==> src/rfe_pkg.sv <==
package rfe_pkg;

  // register byte offsets
  localparam logic [7:0] OFF_TX_BYTE  = 8'h00;
  localparam logic [7:0] OFF_ENC_CFG  = 8'h04;
  localparam logic [7:0] OFF_CONTROL  = 8'h08;
  localparam logic [7:0] OFF_STATUS   = 8'h0c;
  localparam logic [7:0] OFF_BAUD_DIV = 8'h10;
  localparam logic [7:0] OFF_FREQ_INT = 8'h14;
  localparam logic [7:0] OFF_FREQ_FRC = 8'h18;

  // encoder_config fields
  localparam int ENC_SCHEME_LSB = 0;
  localparam int ENC_COUNT_LSB  = 3;
  localparam int ENC_IDLE_BIT   = 6;
  localparam int ENC_INVERT_BIT = 7;

  // tx_control_reg fields
  localparam int CTL_LOCK_MON   = 0;
  localparam int CTL_XTAL_MON   = 1;
  localparam int CTL_AMP_MANUAL = 2;
  localparam int CTL_CPU_MODE   = 3;

  // tx_status_reg fields
  localparam int STS_FULL      = 0;
  localparam int STS_SHIFT_END = 1;
  localparam int STS_AMP_CUT   = 2;
  localparam int STS_LOCK_LOST = 3;
  localparam int STS_XTAL_FAIL = 4;

  // encoding_scheme_sel values
  localparam logic [2:0] SCH_MANCH     = 3'h0;
  localparam logic [2:0] SCH_INV_MANCH = 3'h1;
  localparam logic [2:0] SCH_DIFF      = 3'h2;
  localparam logic [2:0] SCH_BIPH0     = 3'h3;
  localparam logic [2:0] SCH_BIPH1     = 3'h4;
  localparam logic [2:0] SCH_RAW       = 3'h5;

  // reset values
  localparam logic [7:0]  RST_ENC_CFG  = 8'h38;
  localparam logic [3:0]  RST_CONTROL  = 4'h0;
  localparam logic [15:0] RST_BAUD_DIV = 16'h0000;
  localparam logic [7:0]  RST_FREQ_INT = 8'h00;
  localparam logic [20:0] RST_FREQ_FRC = 21'h00000;

  // chip clock is bit clock times two, equal to it in raw mode: chip period 4*(divisor+1)
  localparam int PRESC_BITS = 2;
  localparam int BAUD_W     = 16;
  localparam int FRAC_W     = 21;
  localparam int INT_W      = 8;

  typedef enum logic {
    ENC_IDLE,
    ENC_SHIFT
  } rfe_enc_type;

endpackage

==> src/rfe_line_encoder.sv <==
// Summary of operation
// RULE1: serialise each byte, MSB first
// RULE2: loading byte starts encoding, amplifier on
// RULE3: amplifier follows transmission when manual bit clear
// RULE4: output advances only on divider strobe
// RULE5: three-bit field picks one of six codes
// RULE6: raw mode one chip per bit
// RULE7: idle level bit sets output outside transmission; here only with the manual amplifier bit set, else output is the invert bit
// RULE8: invert bit inverts encoder output
// RULE9: length field plus one bits sent
// RULE10: buffer-full flag while byte not taken
// RULE11: feeder never writes while buffer full
// RULE12: shift-end flag after last bit
// RULE13: monitors cut amplifier on lock/crystal fail; here only while a byte is pending or being shifted
// RULE14: amplifier-cut status bit set on cut
// RULE15: monitors disabled after reset
// RULE16: carrier word is integer plus fraction
// RULE17: modulator emits divider ratio stream
// RULE18: byte from sequencer or cpu legacy mode
// RULE19: divisor sixteen bits, rate from divisor
// RULE20: chip rate twice bit rate
// RULE21: encoded output drives frequency select
// RULE22: buffer-full clears on transfer to shifter
//
// Chosen here: the register offsets and register access over APB.
`timescale 1ns/1ps
module rfe_line_encoder #(
  parameter int ADDR_W = 8
) (
  // apb slave
  input  wire logic              pclk,
  input  wire logic              presetn,
  input  wire logic              psel,
  input  wire logic              penable,
  input  wire logic              pwrite,
  input  wire logic [ADDR_W-1:0] paddr,
  input  wire logic [31:0]       pwdata,
  output logic [31:0]            prdata,
  output logic                   pready,
  output logic                   pslverr,
  // transmission_sequencer byte port
  input  wire logic              seq_load,
  input  wire logic [7:0]        seq_byte,
  output logic                   buffer_full_flag,
  output logic                   shift_end_flag,
  // pll and crystal monitors
  input  wire logic              lock_lost_flag,
  input  wire logic              crystal_fail_flag,
  // rf front end
  output logic                   mod_data,
  output logic                   amp_on,
  output logic                   amp_cut_flag,
  output logic [8:0]             ratio_word
);

  if (ADDR_W < 8)
  begin : g_chk
    $error("rfe_line_encoder: ADDR_W must be at least 8");
  end

  typedef struct packed {
    logic [7:0]                   tx_byte;
    logic [7:0]                   enc_cfg;
    logic [3:0]                   control;
    logic                         full;
    logic                         shift_end;
    logic                         cut;
    logic [rfe_pkg::BAUD_W-1:0]   baud_div;
    logic [rfe_pkg::INT_W-1:0]    freq_int;
    logic [rfe_pkg::FRAC_W-1:0]   freq_frc;
    rfe_pkg::rfe_enc_type         enc;
    logic [7:0]                   shifter;
    logic [2:0]                   left;
    logic                         half;
    logic                         level;
    logic                         mod;
    logic                         amp;
    logic [31:0]                  rdata;
    logic                         ready;
    logic                         err;
    logic                         last;
  } rfe_state_type;

  rfe_state_type st_reg;
  rfe_state_type st_next;
  logic          chip_tick;
  logic          acc_done;
  logic          wr;
  logic          cpu_mode;
  logic [2:0]    scheme;
  logic          b;
  logic          chip;
  logic          bit_end;
  logic          mapped;
  logic          fail;
  logic [7:0]    off;

  rfe_baud_gen #(
    .DIV_W (rfe_pkg::BAUD_W)
  ) u_baud (
    .pclk      (pclk),
    .presetn   (presetn),
    .divisor   (st_reg.baud_div), // [RULE19]
    .chip_tick (chip_tick)        // [RULE20]
  );

  rfe_sd_mod #(
    .INT_W  (rfe_pkg::INT_W),
    .FRAC_W (rfe_pkg::FRAC_W)
  ) u_sd (
    .pclk       (pclk),
    .presetn    (presetn),
    .int_word   (st_reg.freq_int), // [RULE16]
    .frac_word  (st_reg.freq_frc), // [RULE16]
    .ratio_word (ratio_word)
  );

  assign off      = paddr[7:0];
  assign acc_done = psel & penable & st_reg.ready;
  assign wr       = acc_done & pwrite;
  assign cpu_mode = st_reg.control[rfe_pkg::CTL_CPU_MODE];
  assign scheme   = st_reg.enc_cfg[rfe_pkg::ENC_SCHEME_LSB +: 3];
  assign b        = st_reg.shifter[7];
  assign fail     = (st_reg.control[rfe_pkg::CTL_LOCK_MON]
                     & lock_lost_flag)
                  | (st_reg.control[rfe_pkg::CTL_XTAL_MON]
                     & crystal_fail_flag);
  assign mapped   = (off == rfe_pkg::OFF_TX_BYTE)
                  | (off == rfe_pkg::OFF_ENC_CFG)
                  | (off == rfe_pkg::OFF_CONTROL)
                  | (off == rfe_pkg::OFF_STATUS)
                  | (off == rfe_pkg::OFF_BAUD_DIV)
                  | (off == rfe_pkg::OFF_FREQ_INT)
                  | (off == rfe_pkg::OFF_FREQ_FRC);

  // line code of the current chip
  always_comb
  begin
    chip = b;
    bit_end = st_reg.half;
    case (scheme) // [RULE5]
      rfe_pkg::SCH_INV_MANCH:
        chip = st_reg.half ? b : ~b;
      rfe_pkg::SCH_DIFF:
        chip = st_reg.half ? ~st_reg.level
                           : (b ? st_reg.level : ~st_reg.level);
      rfe_pkg::SCH_BIPH0:
        chip = st_reg.half ? (b ? ~st_reg.level : st_reg.level)
                           : ~st_reg.level;
      rfe_pkg::SCH_BIPH1:
        chip = st_reg.half ? (b ? st_reg.level : ~st_reg.level)
                           : ~st_reg.level;
      rfe_pkg::SCH_RAW:
      begin
        chip = b;
        bit_end = 1'b1; // [RULE6]
      end
      default:
        chip = st_reg.half ? ~b : b;
    endcase
  end

  always_comb
  begin
    st_next = st_reg;
    // apb: one wait state, read data taken from the register
    st_next.ready = psel & penable & ~st_reg.ready;
    st_next.err   = psel & penable & ~st_reg.ready & ~mapped;
    if (psel & penable & ~st_reg.ready)
    begin
      st_next.rdata = '0;
      case (off)
        rfe_pkg::OFF_TX_BYTE:  st_next.rdata[7:0] = st_reg.tx_byte;
        rfe_pkg::OFF_ENC_CFG:  st_next.rdata[7:0] = st_reg.enc_cfg;
        rfe_pkg::OFF_CONTROL:  st_next.rdata[3:0] = st_reg.control;
        rfe_pkg::OFF_STATUS:
        begin
          st_next.rdata[rfe_pkg::STS_FULL]      = st_reg.full;
          st_next.rdata[rfe_pkg::STS_SHIFT_END] = st_reg.shift_end;
          st_next.rdata[rfe_pkg::STS_AMP_CUT]   = st_reg.cut;
          st_next.rdata[rfe_pkg::STS_LOCK_LOST] = lock_lost_flag;
          st_next.rdata[rfe_pkg::STS_XTAL_FAIL] = crystal_fail_flag;
        end
        rfe_pkg::OFF_BAUD_DIV: st_next.rdata[15:0] = st_reg.baud_div;
        rfe_pkg::OFF_FREQ_INT: st_next.rdata[7:0] = st_reg.freq_int;
        rfe_pkg::OFF_FREQ_FRC: st_next.rdata[20:0] = st_reg.freq_frc;
        default:               st_next.rdata = '0;
      endcase
    end
    // register writes
    if (wr)
    begin
      case (off)
        rfe_pkg::OFF_ENC_CFG:  st_next.enc_cfg = pwdata[7:0];
        rfe_pkg::OFF_CONTROL:  st_next.control = pwdata[3:0];
        rfe_pkg::OFF_BAUD_DIV: st_next.baud_div = pwdata[15:0];
        rfe_pkg::OFF_FREQ_INT: st_next.freq_int = pwdata[7:0];
        rfe_pkg::OFF_FREQ_FRC: st_next.freq_frc = pwdata[20:0];
        rfe_pkg::OFF_STATUS:
        begin
          // write one to clear
          if (pwdata[rfe_pkg::STS_SHIFT_END])
            st_next.shift_end = 1'b0;
          if (pwdata[rfe_pkg::STS_AMP_CUT])
            st_next.cut = 1'b0;
        end
        default:
          st_next.tx_byte = st_reg.tx_byte;
      endcase
    end
    // byte load from cpu or sequencer
    if (wr && off == rfe_pkg::OFF_TX_BYTE && cpu_mode)
    begin
      st_next.tx_byte = pwdata[7:0]; // [RULE18]
      st_next.full = 1'b1;           // [RULE10]
    end
    else if (seq_load && !cpu_mode)
    begin
      st_next.tx_byte = seq_byte;    // [RULE18] [RULE11]
      st_next.full = 1'b1;           // [RULE10]
    end
    // encoder, advanced only by the chip strobe
    if (chip_tick) // [RULE4]
    begin
      case (st_reg.enc)
        rfe_pkg::ENC_IDLE:
        begin
          if (st_reg.full)
          begin
            st_next.shifter = st_reg.tx_byte;
            st_next.left = st_reg.enc_cfg[rfe_pkg::ENC_COUNT_LSB +: 3];
            st_next.half = 1'b0;
            st_next.full = 1'b0;              // [RULE22]
            st_next.enc = rfe_pkg::ENC_SHIFT; // [RULE2]
          end
        end
        rfe_pkg::ENC_SHIFT:
        begin
          if (st_reg.last)
          begin
            // last chip has stood a full period
            st_next.last = 1'b0;
            st_next.enc = rfe_pkg::ENC_IDLE;
            st_next.shift_end = 1'b1; // [RULE12]
          end
          else
          begin
            st_next.level = chip;
            st_next.half = ~st_reg.half & ~bit_end;
          end
          if (bit_end && !st_reg.last)
          begin
            st_next.shifter = {st_reg.shifter[6:0], 1'b0}; // [RULE1]
            st_next.left = st_reg.left - 3'h1;            // [RULE9]
            if (st_reg.left == 3'h0)
            begin
              if (st_reg.full)
              begin
                st_next.shifter = st_reg.tx_byte;
                st_next.left =
                  st_reg.enc_cfg[rfe_pkg::ENC_COUNT_LSB +: 3];
                st_next.full = 1'b0; // [RULE22]
              end
              else
                st_next.last = 1'b1;
            end
          end
        end
        default:
          st_next.enc = rfe_pkg::ENC_IDLE;
      endcase
    end
    // monitor cut, set wins over software clear
    if (fail && (st_reg.enc == rfe_pkg::ENC_SHIFT || st_reg.full))
      st_next.cut = 1'b1; // [RULE13] [RULE14]
    // output level and amplifier
    if (st_reg.enc == rfe_pkg::ENC_SHIFT
        && st_next.enc == rfe_pkg::ENC_SHIFT)
      st_next.mod = st_reg.mod;
    else if (st_reg.control[rfe_pkg::CTL_AMP_MANUAL])
      st_next.mod = st_reg.enc_cfg[rfe_pkg::ENC_IDLE_BIT]
                  ^ st_reg.enc_cfg[rfe_pkg::ENC_INVERT_BIT]; // [RULE7]
    else
      st_next.mod = st_reg.enc_cfg[rfe_pkg::ENC_INVERT_BIT];
    if (chip_tick && st_reg.enc == rfe_pkg::ENC_SHIFT
        && st_next.enc == rfe_pkg::ENC_SHIFT)
      st_next.mod = chip ^ st_reg.enc_cfg[rfe_pkg::ENC_INVERT_BIT]; // [RULE8]
    st_next.amp = ~st_next.cut
                & (st_next.control[rfe_pkg::CTL_AMP_MANUAL]
                   | st_next.full
                   | st_next.enc == rfe_pkg::ENC_SHIFT); // [RULE3] [RULE2]
  end

  always_ff @(posedge pclk or negedge presetn)
  begin
    if (!presetn)
    begin
      st_reg <= '0;
      st_reg.enc_cfg <= rfe_pkg::RST_ENC_CFG;  // [RULE9]
      st_reg.control <= rfe_pkg::RST_CONTROL;  // [RULE15]
      st_reg.baud_div <= rfe_pkg::RST_BAUD_DIV;
      st_reg.freq_int <= rfe_pkg::RST_FREQ_INT;
      st_reg.freq_frc <= rfe_pkg::RST_FREQ_FRC;
      st_reg.enc <= rfe_pkg::ENC_IDLE;
    end
    else
    begin
      st_reg <= st_next;
    end
  end

  assign prdata           = st_reg.rdata;
  assign pready           = st_reg.ready;
  assign pslverr          = st_reg.err;
  assign buffer_full_flag = st_reg.full;
  assign shift_end_flag   = st_reg.shift_end;
  assign amp_cut_flag     = st_reg.cut;
  assign mod_data         = st_reg.mod; // [RULE21]
  assign amp_on           = st_reg.amp;
endmodule // rfe_line_encoder

==> src/rfe_baud_gen.sv <==
`timescale 1ns/1ps
module rfe_baud_gen #(
  parameter int DIV_W = 16
) (
  // clock and reset
  input  wire logic             pclk,
  input  wire logic             presetn,
  // divisor and chip strobe
  input  wire logic [DIV_W-1:0] divisor,
  output logic                  chip_tick
);

  localparam int CW = DIV_W + rfe_pkg::PRESC_BITS;

  if (DIV_W < 1)
  begin : g_chk
    $error("rfe_baud_gen: DIV_W must be positive");
  end

  typedef struct packed {
    logic [CW-1:0] cnt;
    logic          tick;
  } rfe_baud_type;

  rfe_baud_type st_reg;
  rfe_baud_type st_next;
  logic [CW-1:0] limit;

  assign limit = {divisor, {rfe_pkg::PRESC_BITS{1'b1}}};

  // chip strobe every 4*(divisor+1) clocks
  always_comb
  begin
    st_next = st_reg;
    st_next.tick = 1'b0;
    if (st_reg.cnt >= limit)
    begin
      st_next.cnt = '0;
      st_next.tick = 1'b1;
    end
    else
    begin
      st_next.cnt = st_reg.cnt + 1'b1;
    end
  end

  always_ff @(posedge pclk or negedge presetn)
  begin
    if (!presetn)
      st_reg <= '0;
    else
      st_reg <= st_next;
  end

  assign chip_tick = st_reg.tick;

endmodule // rfe_baud_gen

==> src/rfe_sd_mod.sv <==
`timescale 1ns/1ps
module rfe_sd_mod #(
  parameter int INT_W  = 8,
  parameter int FRAC_W = 21
) (
  // clock and reset
  input  wire logic              pclk,
  input  wire logic              presetn,
  // frequency word
  input  wire logic [INT_W-1:0]  int_word,
  input  wire logic [FRAC_W-1:0] frac_word,
  // divider ratio stream
  output logic [INT_W:0]         ratio_word
);

  if (INT_W < 1 || FRAC_W < 1)
  begin : g_chk
    $error("rfe_sd_mod: widths must be positive");
  end

  typedef struct packed {
    logic [FRAC_W-1:0] acc;
    logic [INT_W:0]    word;
  } rfe_sd_type;

  rfe_sd_type      st_reg;
  rfe_sd_type      st_next;
  logic [FRAC_W:0] sum;

  // first order accumulator: carry adds one to the ratio
  always_comb
  begin
    st_next = st_reg;
    sum = {1'b0, st_reg.acc} + {1'b0, frac_word};
    st_next.acc = sum[FRAC_W-1:0];
    st_next.word = {1'b0, int_word} + {{INT_W{1'b0}}, sum[FRAC_W]}; // [RULE17]
  end

  always_ff @(posedge pclk or negedge presetn)
  begin
    if (!presetn)
      st_reg <= '0;
    else
      st_reg <= st_next;
  end

  assign ratio_word = st_reg.word;

endmodule // rfe_sd_mod

==> config.mk <==
export PLATFORM = sky130hd
export DESIGN_NAME = rfe_line_encoder
export DESIGN_NICKNAME = d
export VERILOG_FILES = /design/src/rfe_pkg.sv /design/src/rfe_line_encoder.sv /design/src/rfe_baud_gen.sv /design/src/rfe_sd_mod.sv
export SDC_FILE = /design/constraint.sdc
export NUM_CORES = 1
export LEC_CHECK = 0
export BUFFER_PORTS_ARGS = -buffer_cell sky130_fd_sc_hd__buf_2
export CORE_MARGIN = 2
export CORE_UTILIZATION = 50
export CTS_CLUSTER_SIZE = 20
export DETAILED_ROUTE_END_ITERATION = 10
export PLACE_DENSITY = 0.81
export SLEW_MARGIN = 20
export SYNTH_ARGS = -nofsm -noshare
export SYNTH_HDL_FRONTEND = slang
export SYNTH_SLANG_ARGS = --single-unit
==> constraint.sdc <==
create_clock -name pclk -period 2.86 [get_ports pclk]
set_input_delay 0.286 -clock pclk [delete_from_list [all_inputs] [get_ports pclk]]
set_output_delay 0.286 -clock pclk [all_outputs]
set_load 0.01 [all_outputs]
==> impl_metrics.json, run 1 <==
{
  "outcome": "finished clean",
  "avgSynthCellArea_sq_um": 10.33,
  "p_leak_uw": 0.004709,
  "layout_commonest_cell": "dfrtp_1",
  "grt_max_degree": 70,
  "synth_seq_cells": 157,
  "synthCells": 817,
  "area_growth_pct": 13.50,
  "num_io_pins": 104,
  "clock-sinks": 157,
  "regArea_sq_um": 3934,
  "diodes": 0,
  "vias": 6413,
  "drv_slew": 0,
  "hold_viol": 0,
  "cpPeakStageDelay_ps": 440,
  "dr.first_iter.drc_count": 700,
  "largest_reg_flops": 75,
  "required_ps": 3170,
  "hold_class": "input pin to flip-flop",
  "period_share_pct": 93.75,
  "viasPerCell": 5.762,
  "die_area_sq_um": 17930,
  "io_buffers": 81,
  "cts_root_buf": "clkbuf_16",
  "ys_async_sr_fraction_pct": 100.0,
  "synth_flop_cell": "dfrtp_1",
  "drc": 0,
  "final_nets": 979,
  "crit_top_cell": "a21oi_2",
  "overflow": 0,
  "max_freq_ghz": 0.3730,
  "setup_viol": 0,
  "power_density_nw_per_um2": 612.1,
  "firstDrtPassIters": 6,
  "worst_pin_slew_ps": 843.2,
  "slowest_stage": "dfrtp_2",
  "endpoint_kind": "flip-flop",
  "ys_seq_area_share_pct": 46.61,
  "dpl.hpwl_um": 14210,
  "tritoncts.num_buffers": 17,
  "cts.clk_slew.worst_paths_ps": 60,
  "fin_area_sq_um": 9575,
  "clock_skew_ps": 6.440,
  "cts.path.max_buffers": 2,
  "fin_crit_ps": 2681,
  "cp.arrival_ps": 2990,
  "cap_violations": 0,
  "critical_path_buf_inv_count": 1,
  "routabilityCongestion": 0.9175,
  "wl_um": 20080,
  "fp.dieW_um": 133.9,
  "fill_cells": 1336,
  "fp-row-count": 47,
  "grt_setup_unrepaired": "no",
  "grtUsageTotal_pct": 23.16,
  "met3_wirelength_um": 1169,
  "dieHeight_um": 133.9,
  "ir_drop_uv": 453.5,
  "wire_per_inst_um": 18.04,
  "grt_pass1_wl_um": 32440,
  "critPathKind": "flip-flop to flip-flop",
  "antenna_found_initial": 0,
  "cts_htree_levels": 4,
  "final_cell_mix": "dfrtp_1, nand2_1, buf_2",
  "cts_tree": "built",
  "fin_hold_ws_ps": 79.62,
  "clk_latency_ps": 430,
  "synth_edf_count": 0,
  "met1_length_um": 8465,
  "grt_pass1_vias": 6366,
  "slew_headroom_pct": 43.67,
  "drive_above_1_share_pct": 23.96,
  "finalSetupTns_ps": 0,
  "drtAntennaViolNets": 0,
  "start_util_pct": 51.06,
  "path_delay_family": "compound AO/OA/AOI/OAI gates",
  "cp_max_fo": 3,
  "placed_area_sq_um": 8901,
  "core_area_sq_um": 16520,
  "ys_types": 65,
  "yosysWarnings": 0,
  "synth.cell_area_sq_um": 8437,
  "crit_chain": "ha_4 -> nand2_1 -> o211ai_1 -> nand3_1 -> a21oi_2 -> a21oi_2 -> a21oi_2 -> ha_4 -> ha_1 -> nand3_1 -> buf_4 -> xnor2_1",
  "wl_met2_um": 9666,
  "top_layer": "met4",
  "multiInputGateArea_sq_um": 3986,
  "start_kind": "flip-flop"
}
## through the flow
step | instances | util (%) | setup WS (ps) | power [uW]
CTS | 1112 | 57.62 | 22.52 | 5868
detailed placement | 1079 | 53.87 | 3.491 | 3516
global route | 1113 | 57.95 | 1.052 | 6122
floorplan | 827 | - | 288.8 | 3268
global placement | 1079 | 53.87 | 147.8 | 3467
finish | 1113 | 57.95 | 178.8 | 5861
## repair_timing
action                     4_1_cts  5_1_grt
buffers inserted                 0        1
hold buffers                     1        0
gates resized for setup          1        9
setup endpoints to repair        1        5
hold endpoints to repair        64        0
pin swaps                        0        6
## routing by layer
metal	up-vias	global-route usage [%]
met1	3120	30.50
met3	55	4.157
met5	-	0
li1	2989	-
met2	249	37.07
met4	0	11.52
## worst reg2reg max path, stage by stage (launching register included)
cell and delay (ps):
dfrtp_2 440, ha_4 280, nand2_1 60, o211ai_1 290
nand3_1 180, a21oi_2 210, a21oi_2 90, a21oi_2 250
ha_4 210, ha_1 160, nand3_1 110, buf_4 170
xnor2_1 110
## final cells by class
class	count	area share, %
Clock buffer	21	4.600
Clock inverter	11	1.751
Inverter	34	1.333
Multi-Input combinational cell	560	41.63
Sequential cell	157	41.08
Tap cell	220	2.875
Timing Repair Buffer	110	6.729
## synth_stat cells, drive strengths merged, types with 4 or more instances
| library cell | instances | area, sq um |
|---|---|---|
| nor2 | 45 | 168.9 |
| xnor2 | 22 | 192.7 |
| nor3 | 10 | 60.06 |
| mux2 | 58 | 653.1 |
| and3 | 7 | 43.79 |
| a21o | 14 | 105.1 |
| nand3 | 27 | 140.1 |
| a22oi | 24 | 180.2 |
| nand4 | 7 | 43.79 |
| buf | 54 | 392.9 |
| o2111ai | 4 | 35.03 |
| o21a | 5 | 37.54 |
| nor2b | 11 | 68.82 |
| o21ai | 38 | 190.2 |
| clkbuf | 22 | 82.58 |
| ha | 42 | 525.5 |
| dfrtp | 154 | 3854 |
| a211oi | 5 | 37.54 |
| nand2 | 89 | 334.1 |
| a21oi | 38 | 190.2 |
| a31oi | 9 | 56.30 |
| or3 | 6 | 37.54 |
| mux2i | 9 | 90.09 |
| xor2 | 16 | 140.1 |
| a221oi | 8 | 70.07 |
| nand2b | 4 | 25.02 |
| a21boi | 4 | 30.03 |
| inv | 34 | 127.6 |
| and4 | 8 | 70.07 |
## final timing paths
check,startpoint,cells past startpoint,end,slack [ps]
min,seq_byte[5],3,st_reg[116],80
max in group asynchronous,presetn,3,u_baud.st_reg[16],1640
max reg2reg,st_reg[54],12,u_sd.ratio_word[4],180
min in group asynchronous,presetn,2,st_reg[111],440
min reg2reg,mod_data,2,mod_data,470
max,st_reg[54],12,u_sd.ratio_word[4],180
## kinds of logic (layout without fill, tap and decap cells)
logic type	after synthesis	after routing	share of synthesized area [%]
AND/OR/NAND/NOR	223	223	12.86
AO/OA/AOI/OAI	178	178	14.12
flip-flops	157	157	46.61
buffers and inverters	110	176	7.148
multiplexers	67	67	8.809
adder cells (fa/ha/maj)	43	43	6.466
XOR/XNOR	38	38	3.945
other	1	11	0.04445
## where the power goes
group | internal, uW | switching [uW] | leakage [uW] | total, uW
Combinational | 372 | 586 | 0.00232 | 957
Sequential | 2390 | 156 | 0.00210 | 2550
Clock | 1460 | 899 | 0.000291 | 2360
(Power assumes the default switching activity.)
==> run 2, diff against run 1 <==
--- a/config.mk
+++ b/config.mk
@@ -10,6 +10,7 @@
 export CORE_UTILIZATION = 50
 export CTS_CLUSTER_SIZE = 20
 export DETAILED_ROUTE_END_ITERATION = 10
+export HOLD_SLACK_MARGIN = 0.12
 export PLACE_DENSITY = 0.81
 export SLEW_MARGIN = 20
 export SYNTH_ARGS = -nofsm -noshare
==> run 2 against run 1 <==
Effect of this change: sequential power barely moved; maximum frequency is 0.12% lower; critical endpoint unchanged; core utilization increased by 0.97 points; largest power group unchanged; critical path type unchanged; wire length rose by 1.5%; design area increased by 1.7%; flip-flop and latch count unchanged; worst hold slack gained 31 ps; die area unchanged; register-to-register slack is essentially flat; highest routed layer unchanged; critical path depth did not move; sequential share of layout area decreased by 0.68 points.
==> impl_metrics.json, run 2 (same netlist as run 1, synthesis figures left out) <==
{
  "max_freq_ghz": 0.3725,
  "dp_slack_ps": 3.491,
  "finalSetupTns_ps": 0,
  "outcome": "finished clean",
  "routabilityCongestion": 0.9175,
  "setup_viol": 0,
  "fin_crit_ps": 2684,
  "p_leak_uw": 0.004775,
  "cp_max_fo": 3,
  "vias": 6481,
  "cts.clk_slew.worst_paths_ps": 60,
  "fp-row-count": 47,
  "antenna_found_initial": 0,
  "clock-sinks": 157,
  "power_density_nw_per_um2": 604.5,
  "cts_root_buf": "clkbuf_16",
  "firstDrtPassIters": 6,
  "slew_headroom_pct": 43.92,
  "overflow": 0,
  "clk_latency_ps": 440,
  "drc": 0,
  "largest_reg_flops": 75,
  "num_io_pins": 104,
  "cp.arrival_ps": 3000,
  "drtAntennaViolNets": 0,
  "io_buffers": 81,
  "fp.dieW_um": 133.9,
  "critPathKind": "flip-flop to flip-flop",
  "top_layer": "met4",
  "dieHeight_um": 133.9,
  "worst_pin_slew_ps": 839.5,
  "required_ps": 3170,
  "final_cell_mix": "dfrtp_1, nand2_1, buf_2",
  "start_util_pct": 51.06,
  "clock_skew_ps": 6.798,
  "hold_class": "input pin to flip-flop",
  "period_share_pct": 93.86,
  "grtUsageTotal_pct": 23.45,
  "ir_drop_uv": 456.9,
  "grt_max_degree": 70,
  "cts.path.max_buffers": 2,
  "fin_hold_ws_ps": 111.1,
  "met3_wirelength_um": 1146,
  "grt_pass1_vias": 6470,
  "wl_um": 20390,
  "grt_setup_unrepaired": "no",
  "diodes": 0,
  "met1_length_um": 8655,
  "dpl.hpwl_um": 14210,
  "tritoncts.num_buffers": 17,
  "wire_per_inst_um": 18.06,
  "grt_pass1_wl_um": 32890,
  "final_nets": 995,
  "cts_htree_levels": 4,
  "cap_violations": 0,
  "viasPerCell": 5.740,
  "drv_slew": 0,
  "endpoint_kind": "flip-flop",
  "layout_commonest_cell": "dfrtp_1",
  "area_growth_pct": 15.39,
  "start_kind": "flip-flop",
  "hold_viol": 0,
  "core_area_sq_um": 16520,
  "setup_ws_ps": 175.6,
  "drive_above_1_share_pct": 23.54,
  "wl_met2_um": 9752,
  "dr.first_iter.drc_count": 726,
  "cts_tree": "built",
  "die_area_sq_um": 17930
}
run 2: cell types whose count changed in the layout (fill, tap and decap cells not counted):
| cell | delta |
|---|---|
| dlygate4sd3_1 | +16 |
run 2: area by class of cell:
type | count | area [sq um]
timing repair buffer | 126 | 804.5
clock inverter | 11 | 167.7
multi-input combinational | 560 | 3986
inverter | 34 | 127.6
sequential | 157 | 3934
clock buffer | 21 | 440.4
fill | 1312 | 6789
tap | 220 | 275.3
run 2: per-stage QoR:
stage,std cells,power [uW],utilization [%],area (sq um)
floorplan,827,3268,-,8474
global placement,1079,3467,53.87,8901
detailed placement,1079,3516,53.87,8901
CTS,1128,5885,58.59,9682
global route,1129,6135,58.92,9736
finish,1129,5885,58.92,9736
run 2: worst max-delay path, cell delays in order (launching register included):
cell	delay (ps)
dfrtp_1	420
ha_1	310
nand2_1	70
o211ai_1	290
nand3_1	180
a21oi_2	210
a21oi_2	90
a21oi_2	250
ha_4	210
ha_1	160
nand3_1	110
buf_4	170
xnor2_1	110
run 2: worst paths after layout:
check / start / endpoint / slack (ps) / depth (start not counted)
setup / recovery: st_reg[53] / u_sd.ratio_word[4] / 180 / 12
hold / removal: pwdata[9] / st_reg[60] / 110 / 2
setup reg to reg: st_reg[53] / u_sd.ratio_word[4] / 180 / 12
hold reg to reg: u_sd.st_reg[9] / u_sd.st_reg[9] / 470 / 1
max in group asynchronous: presetn / u_baud.st_reg[12] / 1640 / 3
min in group asynchronous: presetn / st_reg[111] / 420 / 2
run 2: power by group:
| group | leakage [uW] | total (uW) | switching, uW | internal, uW |
|---|---|---|---|---|
| sequential | 0.00210 | 2550 | 156 | 2390 |
| clock | 0.000291 | 2360 | 904 | 1460 |
| combinational | 0.00238 | 976 | 590 | 386 |
| total | 0.00478 | 5880 | 1650 | 4230 |
run 2: routing by layer:
| metal | GRT usage (%) | up-vias |
|---|---|---|
| met3 | 4.195 | 62 |
| li1 | - | 3020 |
| met2 | 37.98 | 243 |
| met4 | 11.76 | 0 |
| met1 | 30.45 | 3156 |
| met5 | 0 | - |
run 2: what timing repair did:
action,CTS,global route
resized for setup,1,9
buffers inserted,0,1
pin swaps,0,6
endpoints found under the hold margin,83,0
endpoints found under the setup margin,1,5
hold buffers,17,0
==> run 3, diff against run 2 <==
--- a/config.mk
+++ b/config.mk
@@ -12,6 +12,7 @@
 export DETAILED_ROUTE_END_ITERATION = 10
 export HOLD_SLACK_MARGIN = 0.12
 export PLACE_DENSITY = 0.81
+export REMOVE_ABC_BUFFERS = 1
 export SLEW_MARGIN = 20
 export SYNTH_ARGS = -nofsm -noshare
 export SYNTH_HDL_FRONTEND = slang
==> run 3 against run 2 <==
Effect of this change: wire length fell by 0.59%; maximum frequency decreased by 2.3%; power is 3.4% lower; worst setup slack worse by 63 ps; final cell count down 0.35%; core utilization is 0.35 points lower; critical path depth stayed put; sequential power about the same.
==> impl_metrics.json, run 3 (same netlist as run 1, synthesis figures left out) <==
{
  "fp.dieW_um": 133.9,
  "min_to": "st_reg[94]",
  "drive_above_1_share_pct": 22.98,
  "cp.arrival_ps": 3100,
  "layout_commonest_cell": "dfrtp_1",
  "fin_crit_ps": 2747,
  "worst_pin_slew_ps": 1008,
  "final_nets": 991,
  "slowest_stage": "dfrtp_1",
  "cts.path.max_buffers": 2,
  "die_area_sq_um": 17930,
  "tritoncts.num_buffers": 17,
  "slew_headroom_pct": 32.47,
  "grtUsageTotal_pct": 22.98,
  "critPathKind": "flip-flop to flip-flop",
  "wire_per_inst_um": 18.01,
  "met3_usage_pct": 5.442,
  "num_io_pins": 104,
  "hold_class": "input pin to flip-flop",
  "setup_viol": 0,
  "ir_drop_uv": 469.9,
  "firstDrtPassIters": 6,
  "drv_slew": 0,
  "start_util_pct": 51.06,
  "drtAntennaViolNets": 0,
  "final_cell_mix": "dfrtp_1, nand2_1, buf_2",
  "hp-start": "pwdata[14]",
  "wl_um": 20260,
  "reg2reg_setup_slack_ps": 110,
  "clk_latency_ps": 430,
  "largest_reg_flops": 75,
  "ff2ff_path_depth": 12,
  "period_share_pct": 96.06,
  "io_buffers": 81,
  "cts_tree": "built",
  "finalSetupTns_ps": 0,
  "outcome": "finished clean",
  "required_ps": 3210,
  "grt_pass1_wl_um": 32160,
  "cap_violations": 0,
  "clock_skew_ps": 9.153,
  "final_cells": 1125,
  "r2r_end": "u_sd.ratio_word[6]",
  "hold_viol": 0,
  "drc": 0,
  "diodes": 0,
  "max_freq_ghz": 0.3640,
  "endpoint_kind": "flip-flop",
  "met1_usage_pct": 29.43,
  "core_area_sq_um": 16520,
  "routabilityCongestion": 0.8683,
  "r2r-start": "st_reg[54]",
  "met2_usage_pct": 38.26,
  "viasPerCell": 5.792,
  "grt_max_degree": 88,
  "power_uw": 5684,
  "p_leak_uw": 0.004737,
  "crit_chain": "ha_4 -> nand2_1 -> o211ai_1 -> nand3_1 -> a21oi_2 -> a21oi_1 -> a21oi_2 -> ha_2 -> ha_1 -> nand3_1 -> nor2_2 -> xor2_1",
  "cts.clk_slew.worst_paths_ps": 60,
  "cpPeakStageDelay_ps": 440,
  "vias": 6516,
  "grt_pass1_vias": 6352,
  "antenna_found_initial": 0,
  "fill_cells": 1369,
  "area_growth_pct": 14.71,
  "holdPathStages": 2,
  "start_kind": "flip-flop",
  "cts_root_buf": "clkbuf_16",
  "overflow": 0,
  "grt.busiest_layer": "met2",
  "fp-row-count": 47,
  "dr.first_iter.drc_count": 458,
  "clock-sinks": 157,
  "dpl.hpwl_um": 14200,
  "dieHeight_um": 133.9,
  "cts_htree_levels": 4,
  "power_density_nw_per_um2": 587.3,
  "cp_max_fo": 4,
  "dp_cells": 1077
}
## run 3: report_power, final
group / internal [uW] / leakage (uW) / switching, uW
logic: 383 / 0.00237 / 584
clock network: 1310 / 0.000265 / 868
registers: 2390 / 0.00210 / 150
total: 4080 / 0.00474 / 1600
## run 3: metrics by stage
stage	hold slack (ps)	setup slack (ps)	utilization, %	instance area, sq um
finish	123.9	112.8	58.57	9678
global route	122.0	-87.12	58.57	9678
CTS	120.2	83.73	58.11	9602
detailed placement	406.3	26.00	53.85	8899
global placement	400.6	96.60	53.85	8899
floorplan	-9.591	352.0	-	7999
## run 3: final cells by class
type	instances	area, sq um	share of cell area [%]
clock buffers	25	465.4	4.809
clock inverters	7	93.84	0.9696
inverters	34	127.6	1.319
multi-input cells	560	4001	41.34
flip-flops and latches	157	3933	40.63
well taps	220	275.3	2.844
repair buffers	122	782.0	8.080
## run 3: critical path, delay by kind of cell, from the launching register on
| kind | cells | cell delay (ps) |
|---|---|---|
| AOI/OAI and AO/OA | 4 | 870 |
| xor gates and xnor gates | 1 | 150 |
| adders and majority gates | 3 | 700 |
| DFF | 1 | 440 |
| and+or+nand+nor | 4 | 510 |
## run 3: worst max path at each step
stage / slack, ps / end / startpoint
floorplan: 350 / u_sd.ratio_word[8] / st_reg[67]
global placement: 100 / u_sd.ratio_word[8] / st_reg[54]
detailed placement: 30 / u_sd.ratio_word[8] / st_reg[59]
CTS: 80 / u_sd.ratio_word[8] / st_reg[54]
global route: -90 / u_sd.ratio_word[6] / st_reg[54]
finish: 110 / u_sd.ratio_word[6] / st_reg[54]
## run 3: per-layer routing
layer,up-vias,wire [um]
met5,-,0
met4,0,585
met3,42,1324
met2,269,9879
met1,3188,8474
li1,3017,-
## run 3: what timing repair did
action / 4_1_cts / 5_1_grt
gates resized for setup: 1 / 8
buffers inserted: 0 / 1
hold buffers: 14 / 1
endpoints found under the hold margin: 101 / 1
endpoints found under the setup margin: 2 / 5
pin swaps: 0 / 5
